## src/core/isd_consts.svh

```systemverilog
`ifndef ISD_CONSTS_SVH
`define ISD_CONSTS_SVH
// i/o ports seen on the expansion bus
`define ISD_RTC_ADDR_PORT 16'h0070
`define ISD_RTC_DATA_PORT 16'h0071
`define ISD_KBD_PORT_A 16'h0060
`define ISD_KBD_PORT_B 16'h0064
`define ISD_GP_LATCH_PORT 16'h00e0
// rom window: top 128k below 1m and its mirror below 16m
`define ISD_ROM_LOW_TOP 7'h07
`define ISD_ROM_HIGH_TOP 7'h7f
// idle code on the encoded acknowledge: cascade channel, never acked
`define ISD_DACK_IDLE 3'h4
// timing
`define ISD_CLK_NS 10
`define ISD_HOLD_CYC 2
`define ISD_REF_NS 280
`define ISD_CMD_NS 500
`define ISD_ZWS_NS 100
`define ISD_REF_CYC ((`ISD_REF_NS + `ISD_CLK_NS - 1) / `ISD_CLK_NS)
`define ISD_CMD_CYC ((`ISD_CMD_NS + `ISD_CLK_NS - 1) / `ISD_CLK_NS)
`define ISD_ZWS_CYC ((`ISD_ZWS_NS + `ISD_CLK_NS - 1) / `ISD_CLK_NS)
`endif

```

## src/core/isd_pkg.sv

```systemverilog
package isd_pkg;
  typedef struct packed {
    logic valid;
    logic is_io;
    logic is_mem;
    logic rd;
    logic wr;
    logic [23:0] addr;
  } isd_cycle_t;

  typedef struct packed {
    logic owner;
    logic ack_valid;
    logic [2:0] ack_ch;
    logic last;
  } isd_dma_t;

  typedef enum logic [1:0] {
    RF_IDLE,
    RF_HOLD,
    RF_ISA
  } isd_rf_state_t;
endpackage

```

## src/core/isd_sideband.sv

```systemverilog
// Behaviour
// - refresh holds host bus two clocks
// - address enable follows dma bus ownership
// - channel check raises nmi when enabled
// - latch select pulses on latch port write
// - rtc rw strobe on write to 71h
// - rtc data strobe on read of 71h
// - rtc address strobe on write 70h
// - shared select on rom or rtc decode
// - irq lines demultiplexed by bus clock phases
// - irq eight inverted toward interrupt controller
// - keyboard select on keyboard i/o decode
// - zero wait input shortens bus cycle
// - dma acknowledge leaves three-bit encoded
// - dma requests demultiplexed by clock phases
// - terminal count on final dma transfer
// - transceiver enabled only in isa use
// - memory read active during refresh
`include "isd_consts.svh"
`timescale 1ns/1ps
`default_nettype none
module isd_sideband
  import isd_pkg::*;
(
  // clock and reset
  input wire logic mclk,
  input wire logic rst_n,
  // host side cycle
  input wire isd_cycle_t cyc,
  output logic cyc_done,
  // refresh
  input wire logic refresh_req,
  output logic host_bus_hold,
  output logic refresh_addr_drive,
  output logic refresh_busy,
  // dma controller
  input wire isd_dma_t dma,
  output logic [7:0] dreq_to_dmac,
  // interrupt controller and system control
  output logic [15:0] irq_to_pic,
  input wire logic chan_check_enable,
  output logic chan_check_status,
  output logic nmi,
  // pin mode
  input wire logic isa_strap,
  input wire logic ide_active,
  // pins in
  input wire logic chan_check_n,
  input wire logic zero_wait_n,
  input wire logic [3:0] muxed_irq_lines,
  input wire logic [1:0] muxed_dma_request,
  input wire logic expansion_bus_clock,
  input wire logic expansion_bus_clock_double,
  // pins out
  output logic isa_aen,
  output logic terminal_count,
  output logic memr_n,
  output logic refresh_n,
  output logic [2:0] encoded_dma_ack,
  output logic gp_latch_select_n,
  output logic clock_chip_rw_strobe_n,
  output logic clock_chip_data_strobe_n,
  output logic clock_chip_addr_strobe,
  output logic rom_or_clock_chip_select_n,
  output logic keyboard_ctrl_select_n,
  output logic bus_transceiver_oe_n
);
  localparam logic [5:0] HOLD_CYC = 6'(`ISD_HOLD_CYC);
  localparam logic [5:0] REF_CYC = 6'(`ISD_REF_CYC);
  localparam logic [5:0] CMD_CYC = 6'(`ISD_CMD_CYC);
  localparam logic [5:0] ZWS_CYC = 6'(`ISD_ZWS_CYC);

  logic [1:0] rst_sync;
  logic rst_ok_n;
  always_ff @(posedge mclk or negedge rst_n) begin
    if (!rst_n) begin
      rst_sync <= 2'h0;
    end else begin
      rst_sync <= {rst_sync[0], 1'b1};
    end
  end
  assign rst_ok_n = rst_sync[1];

  // pin synchronisers: stage one feeds stage two only
  localparam int NPIN = 10;
  logic [NPIN-1:0] pin_raw, pin_s1, pin_s2;
  assign pin_raw = {expansion_bus_clock, expansion_bus_clock_double,
                    muxed_dma_request, muxed_irq_lines,
                    chan_check_n, zero_wait_n};
  always_ff @(posedge mclk or negedge rst_ok_n) begin
    if (!rst_ok_n) begin
      pin_s1 <= 10'h003;
      pin_s2 <= 10'h003;
    end else begin
      pin_s1 <= pin_raw;
      pin_s2 <= pin_s1;
    end
  end

  wire zws_act = !pin_s2[0];
  wire chk_act = !pin_s2[1];
  wire [3:0] irq_s = pin_s2[5:2];
  wire [1:0] dreq_s = pin_s2[7:6];
  wire [1:0] phase = pin_s2[9:8];

  // demultiplexing: a slot is loaded only once its phase has settled
  logic [1:0] phase_d;
  always_ff @(posedge mclk or negedge rst_ok_n) begin
    if (!rst_ok_n) begin
      phase_d <= 2'h0;
    end else begin
      phase_d <= phase;
    end
  end
  wire phase_stable = (phase == phase_d);

  logic [15:0] irq_slot;
  logic [7:0] dreq_slot;
  genvar gi;
  generate
    for (gi = 0; gi < 16; gi++) begin : g_irq
      wire take = phase_stable && (phase == 2'(gi / 4));
      always_ff @(posedge mclk or negedge rst_ok_n) begin
        if (!rst_ok_n) begin
          irq_slot[gi] <= 1'b0;
        end else if (take) begin
          irq_slot[gi] <= irq_s[gi % 4];
        end
      end
    end
    for (gi = 0; gi < 8; gi++) begin : g_dreq
      wire take = phase_stable && (phase == 2'(gi / 2));
      always_ff @(posedge mclk or negedge rst_ok_n) begin
        if (!rst_ok_n) begin
          dreq_slot[gi] <= 1'b0;
        end else if (take) begin
          dreq_slot[gi] <= dreq_s[gi % 2];
        end
      end
    end
  endgenerate
  // the rtc drives its interrupt active low
  assign irq_to_pic = irq_slot ^ 16'h0100;
  assign dreq_to_dmac = dreq_slot;

  // refresh sequencer
  isd_rf_state_t rf_state, next_rf_state;
  logic [5:0] rf_cnt, next_rf_cnt;
  always_comb begin
    next_rf_state = rf_state;
    next_rf_cnt = rf_cnt + 6'h01;
    case (rf_state)
      RF_IDLE: begin
        next_rf_cnt = 6'h00;
        if (refresh_req) begin
          next_rf_state = RF_HOLD;
        end
      end
      RF_HOLD: begin
        if (rf_cnt == HOLD_CYC - 6'h01) begin
          next_rf_state = RF_ISA;
          next_rf_cnt = 6'h00;
        end
      end
      RF_ISA: begin
        if (rf_cnt == REF_CYC - 6'h01) begin
          next_rf_state = RF_IDLE;
          next_rf_cnt = 6'h00;
        end
      end
      default: begin
        next_rf_state = RF_IDLE;
        next_rf_cnt = 6'h00;
      end
    endcase
  end
  always_ff @(posedge mclk or negedge rst_ok_n) begin
    if (!rst_ok_n) begin
      rf_state <= RF_IDLE;
      rf_cnt <= 6'h00;
    end else begin
      rf_state <= next_rf_state;
      rf_cnt <= next_rf_cnt;
    end
  end
  // host bus is released as soon as the address sits in the buffers
  assign host_bus_hold = (rf_state == RF_HOLD);
  assign refresh_addr_drive = (rf_state == RF_HOLD);
  assign refresh_busy = (rf_state != RF_IDLE);

  // command timer for host cycles; refresh owns the bus meanwhile
  logic cmd_run;
  logic [5:0] cmd_cnt;
  // held after done so a cycle still marked valid is not run twice
  logic done_hold;
  wire cmd_start = cyc.valid && !cmd_run && !cyc_done && !done_hold && !refresh_busy;
  wire cmd_full = (cmd_cnt == CMD_CYC - 6'h01);
  wire cmd_short = zws_act && (cmd_cnt >= ZWS_CYC - 6'h01);
  wire cmd_end = cmd_run && (cmd_full || cmd_short);
  always_ff @(posedge mclk or negedge rst_ok_n) begin
    if (!rst_ok_n) begin
      cmd_run <= 1'b0;
      cmd_cnt <= 6'h00;
      done_hold <= 1'b0;
    end else begin
      cmd_run <= cmd_start || (cmd_run && !cmd_end);
      cmd_cnt <= cmd_run ? cmd_cnt + 6'h01 : 6'h00;
      done_hold <= cyc.valid && (done_hold || cmd_end);
    end
  end
  assign cyc_done = cmd_end;

  // address decodes
  wire io_cmd = cmd_run && cyc.is_io;
  wire mem_cmd = cmd_run && cyc.is_mem;
  wire [15:0] io_port = cyc.addr[15:0];
  wire [6:0] top7 = cyc.addr[23:17];
  wire hit_rtc_a = (io_port == `ISD_RTC_ADDR_PORT);
  wire hit_rtc_d = (io_port == `ISD_RTC_DATA_PORT);
  wire hit_kbd = (io_port == `ISD_KBD_PORT_A) || (io_port == `ISD_KBD_PORT_B);
  wire hit_gp = (io_port == `ISD_GP_LATCH_PORT);
  wire hit_rom = (top7 == `ISD_ROM_LOW_TOP) || (top7 == `ISD_ROM_HIGH_TOP);
  wire dec_rtc_rw = io_cmd && cyc.wr && hit_rtc_d;
  wire dec_rtc_ds = io_cmd && cyc.rd && hit_rtc_d;
  wire dec_rtc_as = io_cmd && cyc.wr && hit_rtc_a;
  wire dec_romrtc = (mem_cmd && hit_rom) || (io_cmd && (hit_rtc_a || hit_rtc_d));
  wire dec_kbd = io_cmd && hit_kbd;
  wire dec_gp = io_cmd && cyc.wr && hit_gp;
  wire dec_memr = (mem_cmd && cyc.rd) || (rf_state == RF_ISA);
  wire dec_ack = dma.owner && dma.ack_valid;
  wire [2:0] next_dack = dec_ack ? dma.ack_ch : `ISD_DACK_IDLE;
  wire next_nmi = chk_act && chan_check_enable;

  // the transceiver mode strap is taken once, after reset release
  logic strap_taken, isa_mode;
  always_ff @(posedge mclk or negedge rst_ok_n) begin
    if (!rst_ok_n) begin
      strap_taken <= 1'b0;
      isa_mode <= 1'b0;
    end else if (!strap_taken) begin
      strap_taken <= 1'b1;
      isa_mode <= isa_strap;
    end
  end

  // output flops
  always_ff @(posedge mclk or negedge rst_ok_n) begin
    if (!rst_ok_n) begin
      clock_chip_rw_strobe_n <= 1'b1;
      clock_chip_data_strobe_n <= 1'b1;
      clock_chip_addr_strobe <= 1'b0;
      rom_or_clock_chip_select_n <= 1'b1;
      keyboard_ctrl_select_n <= 1'b1;
      gp_latch_select_n <= 1'b1;
      memr_n <= 1'b1;
      refresh_n <= 1'b1;
      isa_aen <= 1'b0;
      terminal_count <= 1'b0;
      encoded_dma_ack <= `ISD_DACK_IDLE;
      nmi <= 1'b0;
      chan_check_status <= 1'b0;
      bus_transceiver_oe_n <= 1'b1;
    end else begin
      clock_chip_rw_strobe_n <= !dec_rtc_rw;
      clock_chip_data_strobe_n <= !dec_rtc_ds;
      clock_chip_addr_strobe <= dec_rtc_as;
      rom_or_clock_chip_select_n <= !dec_romrtc;
      keyboard_ctrl_select_n <= !dec_kbd;
      gp_latch_select_n <= !dec_gp;
      memr_n <= !dec_memr;
      refresh_n <= !(rf_state == RF_ISA);
      isa_aen <= dma.owner;
      terminal_count <= dma.owner && dma.last;
      encoded_dma_ack <= next_dack;
      nmi <= next_nmi;
      chan_check_status <= chk_act;
      bus_transceiver_oe_n <= !(strap_taken && isa_mode && !ide_active);
    end
  end
endmodule
`default_nettype wire

```

## config.mk

```make
export PLATFORM = sky130hd
export DESIGN_NAME = isd_sideband
export DESIGN_NICKNAME = d
export VERILOG_FILES = /design/src/core/isd_pkg.sv /design/src/core/isd_sideband.sv
export VERILOG_INCLUDE_DIRS = /design/src /design/src/core
export SDC_FILE = /design/constraint.sdc
export NUM_CORES = 1
export LEC_CHECK = 0
export BUFFER_PORTS_ARGS = -buffer_cell sky130_fd_sc_hd__buf_4
export CORE_MARGIN = 3
export CORE_UTILIZATION = 46
export CTS_CLUSTER_DIAMETER = 50
export DETAILED_ROUTE_END_ITERATION = 6
export PLACE_DENSITY = 0.75
export SETUP_SLACK_MARGIN = 0.1
export SYNTH_ARGS = -nofsm -noshare
export SYNTH_HDL_FRONTEND = slang
export SYNTH_SLANG_ARGS = --single-unit
```

## constraint.sdc

```tcl
create_clock -name mclk -period 2.25 [get_ports mclk]
set_input_delay 0.45 -clock mclk [delete_from_list [all_inputs] [get_ports mclk]]
set_output_delay 0.45 -clock mclk [all_outputs]
set_load 0.05 [all_outputs]
```

# Word-level counts from Yosys, hierarchy flattened
# Cells that the tools add are included.
[totals]
ram_bits = 0
latchBits = 0
mem_count = 0
ff_bits = 82
inputBits = 51
rom_bits = 0
out_inout_bits = 44
elab_cells = 137
[classes]
order_cmp = 1
n_div = 0
n_bitwise = 1
n_mul = 0
n_reduce_logical = 56
mux = 9
shifts = 0
n_addsub = 2
eq_ne = 19
[ops]
columns = ["cell", "count"]
rows = [
  ["16-bit by 7-bit equality test with 1-bit output, second input constant", 4],
  ["1-bit logical AND", 29],
  ["6-bit 2-to-1 mux", 3],
  ["16-bit by 8-bit equality test with 1-bit output, second input constant", 1],
  ["1-bit zero test", 15],
  ["6-bit by 1-bit adder with 6-bit output, second input constant", 2],
  ["6-bit case mux with 2 select lines", 1],
  ["1-bit logical OR", 8],
  ["7-bit by 3-bit equality test with 1-bit output, second input constant", 1],
  ["7-bit equality test, second input constant", 1],
  ["2-bit equality test, second input constant", 3],
  ["6-bit by 1-bit equality test with 1-bit output, second input constant", 1],
  ["6-bit by 5-bit equality test with 1-bit output, second input constant", 1],
  ["6-bit equality test, second input constant", 1],
  ["6-bit by 4-bit greater-or-equal comparator with 1-bit output, second input constant", 1],
  ["2-bit 2-to-1 mux", 3],
  ["2-bit case mux with 3 select lines", 1],
  ["2-bit by 1-bit equality test with 1-bit output, second input constant", 2],
  ["2-bit zero test", 2],
  ["2-bit != test, second input constant", 2],
  ["3-bit 2-to-1 mux", 1],
  ["3-bit AND reduction", 1],
  ["2-bit equality test", 1],
  ["2-bit by 1-bit != test with 1-bit output, second input constant", 1],
  ["other kinds (2)", 2],
]

# Logic depth before layout (Yosys ltp)
[depth]
word_depth = 9
ltp_mapped = 5
mapped_depth_nobuf = 5

# Least setup slack after synthesis
# No wires, ideal clock.
[synth_timing]
kind = "flip-flop to output port"
start = "register cmd_cnt[0]"
end = "output cyc_done"
arrival_ns = 2.054
n_path_buf = 0
t_required_ns = 1.800
path_stages_with_launch = 6
setup_slack_ns = -0.254
path_cell_list = "dfrtp_1 -> inv_1 -> ha_1 -> or4b_2 -> o211ai_1 -> a21boi_0"
[synth_between]
elab_chain_len = 4
word_cells_on_any_way = 5
classes_between = "order compare (1); eq/ne (1); reduce/logical (3)"
[synth_lines]
columns = ["element", "line_no", "text"]
rows = [
  ["from (decl)", "isd_sideband.sv:193", "logic [5:0] cmd_cnt;"],
  ["from (signal assigned)", "isd_sideband.sv:207", "cmd_cnt <= cmd_run ? cmd_cnt + 6'h01 : 6'h00;"],
  ["6-bit by 4-bit greater-or-equal comparator with 1-bit output", "isd_sideband.sv:198", "wire cmd_short = zws_act && (cmd_cnt >= ZWS_CYC - 6'h01);"],
  ["1-bit logical AND", "isd_sideband.sv:198", ""],
  ["1-bit logical OR *", "isd_sideband.sv:199", "wire cmd_end = cmd_run && (cmd_full || cmd_short);"],
  ["1-bit logical AND *", "isd_sideband.sv:199", ""],
  ["to (decl)", "isd_sideband.sv:30", "output logic cyc_done,"],
]
# Mark *: on every way between the ends. The rest lies on a longest branch, timed or not.

# Final worst setup path
[layout_timing]
start = "register cmd_cnt[1]"
end = "output cyc_done"
# The elaborated chain is that of the path after synthesis.

==> key figures <==
Finish
  • Fraction of layout instances using a drive strength above 1: 0.523
  • Ant. Diodes: 0
  • Synth-to-layout area growth: 32.2%
  • Most common cell after layout, fill and taps aside: sky130_fd_sc_hd__buf_4
  • Most frequent cells in the layout: sky130_fd_sc_hd__buf_4, sky130_fd_sc_hd__dfrtp_1, sky130_fd_sc_hd__mux2_2
  • Total number of nets in the final design: 384
  • Count of placed standard cells in the final layout, fillers left out: 406
  • Cell area after layout: 4230 sq um

Die
  • Core area: 6530 sq um
  • Starting density of the core: 0.490
  • Horizontal extent of the die: 89.4 um
  • Overall die height: between 80 and 90 um
  • Die Outline Area: 7990 sq um
  • Number of placement rows: 29
  • Top Ports: between 90 and 100

Worst setup path
  • Reg-to-Reg Start: rf_state[0]
  • Category of the most critical setup path: reg2out
  • Kind of launch point of the worst setup path: flip-flop
  • Startpoint of the worst setup timing path: cmd_cnt[1]
  • Setup slack of the most critical reg-to-reg path: 0.23 ns
  • Required time at the worst-slack endpoint: 1.80 ns
  • Reg-to-reg critical path endpoint: rf_state[0]
  • Endpoint of the most critical setup path: cyc_done
  • Logic depth of the worst register-to-register path: 5
  • Data arrival, critical path: between 1.5 and 2 ns
  • Largest fanout of any net on the critical path: 3
  • Sort of element at the end of the critical path: output pin

Synthesis
  • Per-instance average area after synthesis: 14.2 sq um
  • Sequential area share after synthesis: 0.646
  • Distinct cells, synth: 43
  • EDFF count, synth: 0
  • Number of standard cells after synthesis: 226
  • Syn Std Cell Area: around 3200 sq um
  • Async set-reset flop share out of synthesis: 1.00
  • Adder and majority cell fraction of the synthesized area: 0.0352
  • Dominant cell type by area after synthesis: sky130_fd_sc_hd__dfrtp_1
  • Combinational family with the most area after synthesis: simple AND/OR/NAND/NOR gates
  • Synth top area share: 0.540
  • Leading post-synthesis cells by cell area: sky130_fd_sc_hd__dfrtp_1, sky130_fd_sc_hd__dfstp_2, sky130_fd_sc_hd__mux2_2, sky130_fd_sc_hd__buf_4, sky130_fd_sc_hd__ha_1
  • XOR/XNOR Fraction of Synth Area: 0.0164
  • Most used DFF post-synth: sky130_fd_sc_hd__dfrtp_1
  • #FFs+latches synth: between 80 and 90
  • Synth Warn #: 0
  • Share of synthesized cell area in and, or, nand and nor gates: 0.116
  • Portion of netlist area occupied by mux cells: 0.0927
  • Compound-gate portion of the synthesized area: 0.0403

Hold path
  • Cell count of the worst hold path: 1
  • Type of the tightest min-delay check: in2reg

Place
  • Cell Area, Placed: 3940 sq um
  • Weighted congestion at the end of routability-driven global placement: 0.809
  • HPWL after detailed placement: 4400 um
  • DP Cell Count: slightly below 400
  • Buffers on Ports: 93

STA
  • Achievable frequency: 428 MHz
  • Slew at the pin with the worst max-slew slack: 0.651 ns
  • Fin Setup TNS: -0.0883 ns
  • Final critical delay including setup and external delays: 2.34 ns
  • Final worst clock skew: 0.0163 ns
  • Number of failing setup endpoints in the final timing report: 1
  • Final Hold Vio Count: 0
  • Worst slew margin: 0.560
  • Post-route fraction of the period consumed by the critical path: 1.04
  • Worst hold slack after final layout: 0.198 ns
  • Worst setup slack after layout: -0.0883 ns
  • Setup repair after global routing missed its margin: true
  • Max-slew violation count: 0

Routing
  • Per-cell routed wire length: 14.5 um
  • Post-Route WL: between 5000 and 6000 um
  • Antenna Nets Post-Route: 0
  • DRC violation total after the first TritonRoute iteration: 98
  • Via count: between 2000 and 2500
  • Pre-antenna DRT Iters: 4
  • Post-detailed-route via-to-cell ratio: a little over 5
  • Number of remaining DRC errors: 0

GRT
  • Congestion Overflow GR: 0
  • Vias in the first global route: 2033
  • Number of antenna violations at the first check in global routing: 0
  • Global-route wire length before repair: 9450 um
  • Maximum number of pins on one net before global-route repair: 45
  • Overall track demand over capacity in global routing: 0.159

Clocking
  • Buffers from clock root to sink, at most: 2
  • Root Buffer: sky130_fd_sc_hd__clkbuf_8
  • TritonCTS clock tree: done
  • H-tree levels: 3
  • Total clock sinks: approximately 80
  • Later-pin clock latency in the skew report: about 0.35 ns
  • Clock Pin Slew Worst Setup and Hold Paths: 0.10 ns
  • Number of buffers added by the clock tree synthesis step: 9

Outcome
  • Failing checks: setup timing
  • Run status: finished, violations left

Power and ir drop
  • Maximum resistive drop on vdd: 0.469 mV
  • Pleak: 1.97 nW
  • Power per cell area: about 1100 nW/um^2

Flow run
  • Maxcap violations: 0
[power breakdown]
| part | switching [mW] | leakage (nW) | internal [mW] | total (mW) |
|---|---|---|---|---|
| Combinational | 0.853 | 0.867 | 0.572 | 1.43 |
| Clock | 0.552 | 0.118 | 0.648 | 1.20 |
| Sequential | 0.173 | 0.981 | 1.69 | 1.87 |
[metrics by stage]
step                      setup slack [ns]  utilization  total power [mW]
after floorplan                     0.0772            -              2.91
after global placement              0.0638        0.602              3.23
after detailed placement            0.0296        0.602              3.27
after CTS                           -0.105        0.644              4.52
after global routing                -0.174        0.648              4.72
final                              -0.0883        0.648              4.49
[sequential cells by signal, summed over array words and instances, names as in the netlist, 2 cells and up]
signal and count:
rf_cnt 6, rf_state 2, phase_d 2, irq_to_pic 15, cmd_cnt 6, rst_sync 2, pin_s2 10, encoded_dma_ack 3
dreq_to_dmac 8, pin_s1 10
[what timing repair did]
action,in CTS,in global routing
endpoints found under the setup margin,1,1
hold buffers,1,0
pin swaps,4,3
setup buffers,2,1
gates resized for setup,4,4
hold endpoints to repair,2,0
[layout make-up]
class	count	area, sq um
Timing Repair Buffer	103	788
Clock inverter	7	109
Multi-Input combinational cell	117	998
Fill cell	505	2300
Sequential cell	82	2070
Inverter	11	41.3
Tap cell	77	96.3
Clock buffer	9	124
[cells in the mapped netlist, types with 2 or more instances]
cell / n
sky130_fd_sc_hd__dfrtp_1: 69
sky130_fd_sc_hd__mux2_2: 25
sky130_fd_sc_hd__buf_4: 16
sky130_fd_sc_hd__dfstp_2: 13
sky130_fd_sc_hd__inv_1: 11
sky130_fd_sc_hd__ha_1: 9
sky130_fd_sc_hd__nand2_1: 6
sky130_fd_sc_hd__nand4_1: 6
sky130_fd_sc_hd__and2_1: 5
sky130_fd_sc_hd__nor2_1: 5
sky130_fd_sc_hd__nor4b_1: 5
sky130_fd_sc_hd__o21ai_0: 5
sky130_fd_sc_hd__nand3_1: 4
sky130_fd_sc_hd__nor2b_1: 3
sky130_fd_sc_hd__nor4bb_1: 3
sky130_fd_sc_hd__or3_1: 3
sky130_fd_sc_hd__xnor2_1: 3
sky130_fd_sc_hd__xor2_1: 3
sky130_fd_sc_hd__a21boi_0: 2
sky130_fd_sc_hd__a21oi_1: 2
sky130_fd_sc_hd__a31oi_1: 2
sky130_fd_sc_hd__and3_1: 2
sky130_fd_sc_hd__nand3b_1: 2
sky130_fd_sc_hd__nor3_1: 2
sky130_fd_sc_hd__or4_1: 2
[how the worst min path moves through the flow]
stage	start	end	slack [ns]
floorplan	rst_n	rst_sync[0]	0.15
global placement	rst_n	rst_sync[0]	0.23
detailed placement	rst_n	rst_sync[0]	0.23
global route	muxed_irq_lines[3]	pin_s1[5]	0.18
CTS	expansion_bus_clock	pin_s1[9]	0.18
finish	expansion_bus_clock	pin_s1[9]	0.20
[critical path, cell delays in order (launching register included)]
cell and delay, ns:
sky130_fd_sc_hd__dfrtp_1 0.39, sky130_fd_sc_hd__inv_2 0.08, sky130_fd_sc_hd__ha_4 0.15, sky130_fd_sc_hd__or4b_4 0.47
sky130_fd_sc_hd__o211ai_1 0.13, sky130_fd_sc_hd__a21boi_1 0.11, sky130_fd_sc_hd__buf_4 0.21
[logic make-up (layout without fill, tap and decap cells)]
kind of cell / Yosys count / after routing
flops: 82 / 82
simple gates: 56 / 56
buf+inv: 28 / 130
mux: 26 / 26
compound gates: 18 / 18
fa+ha+maj: 9 / 9
xor+xnor: 6 / 6
other cells: 1 / 2
[routing by layer]
metal,vias to the layer above,share of wire,track usage
li1,980,-,-
met1,988,0.41,0.194
met2,76,0.50,0.257
met3,7,0.079,0.0599
met4,0,0.011,0.0609
met5,-,0,0
Note: power is estimated with default switching activity, not from simulation.
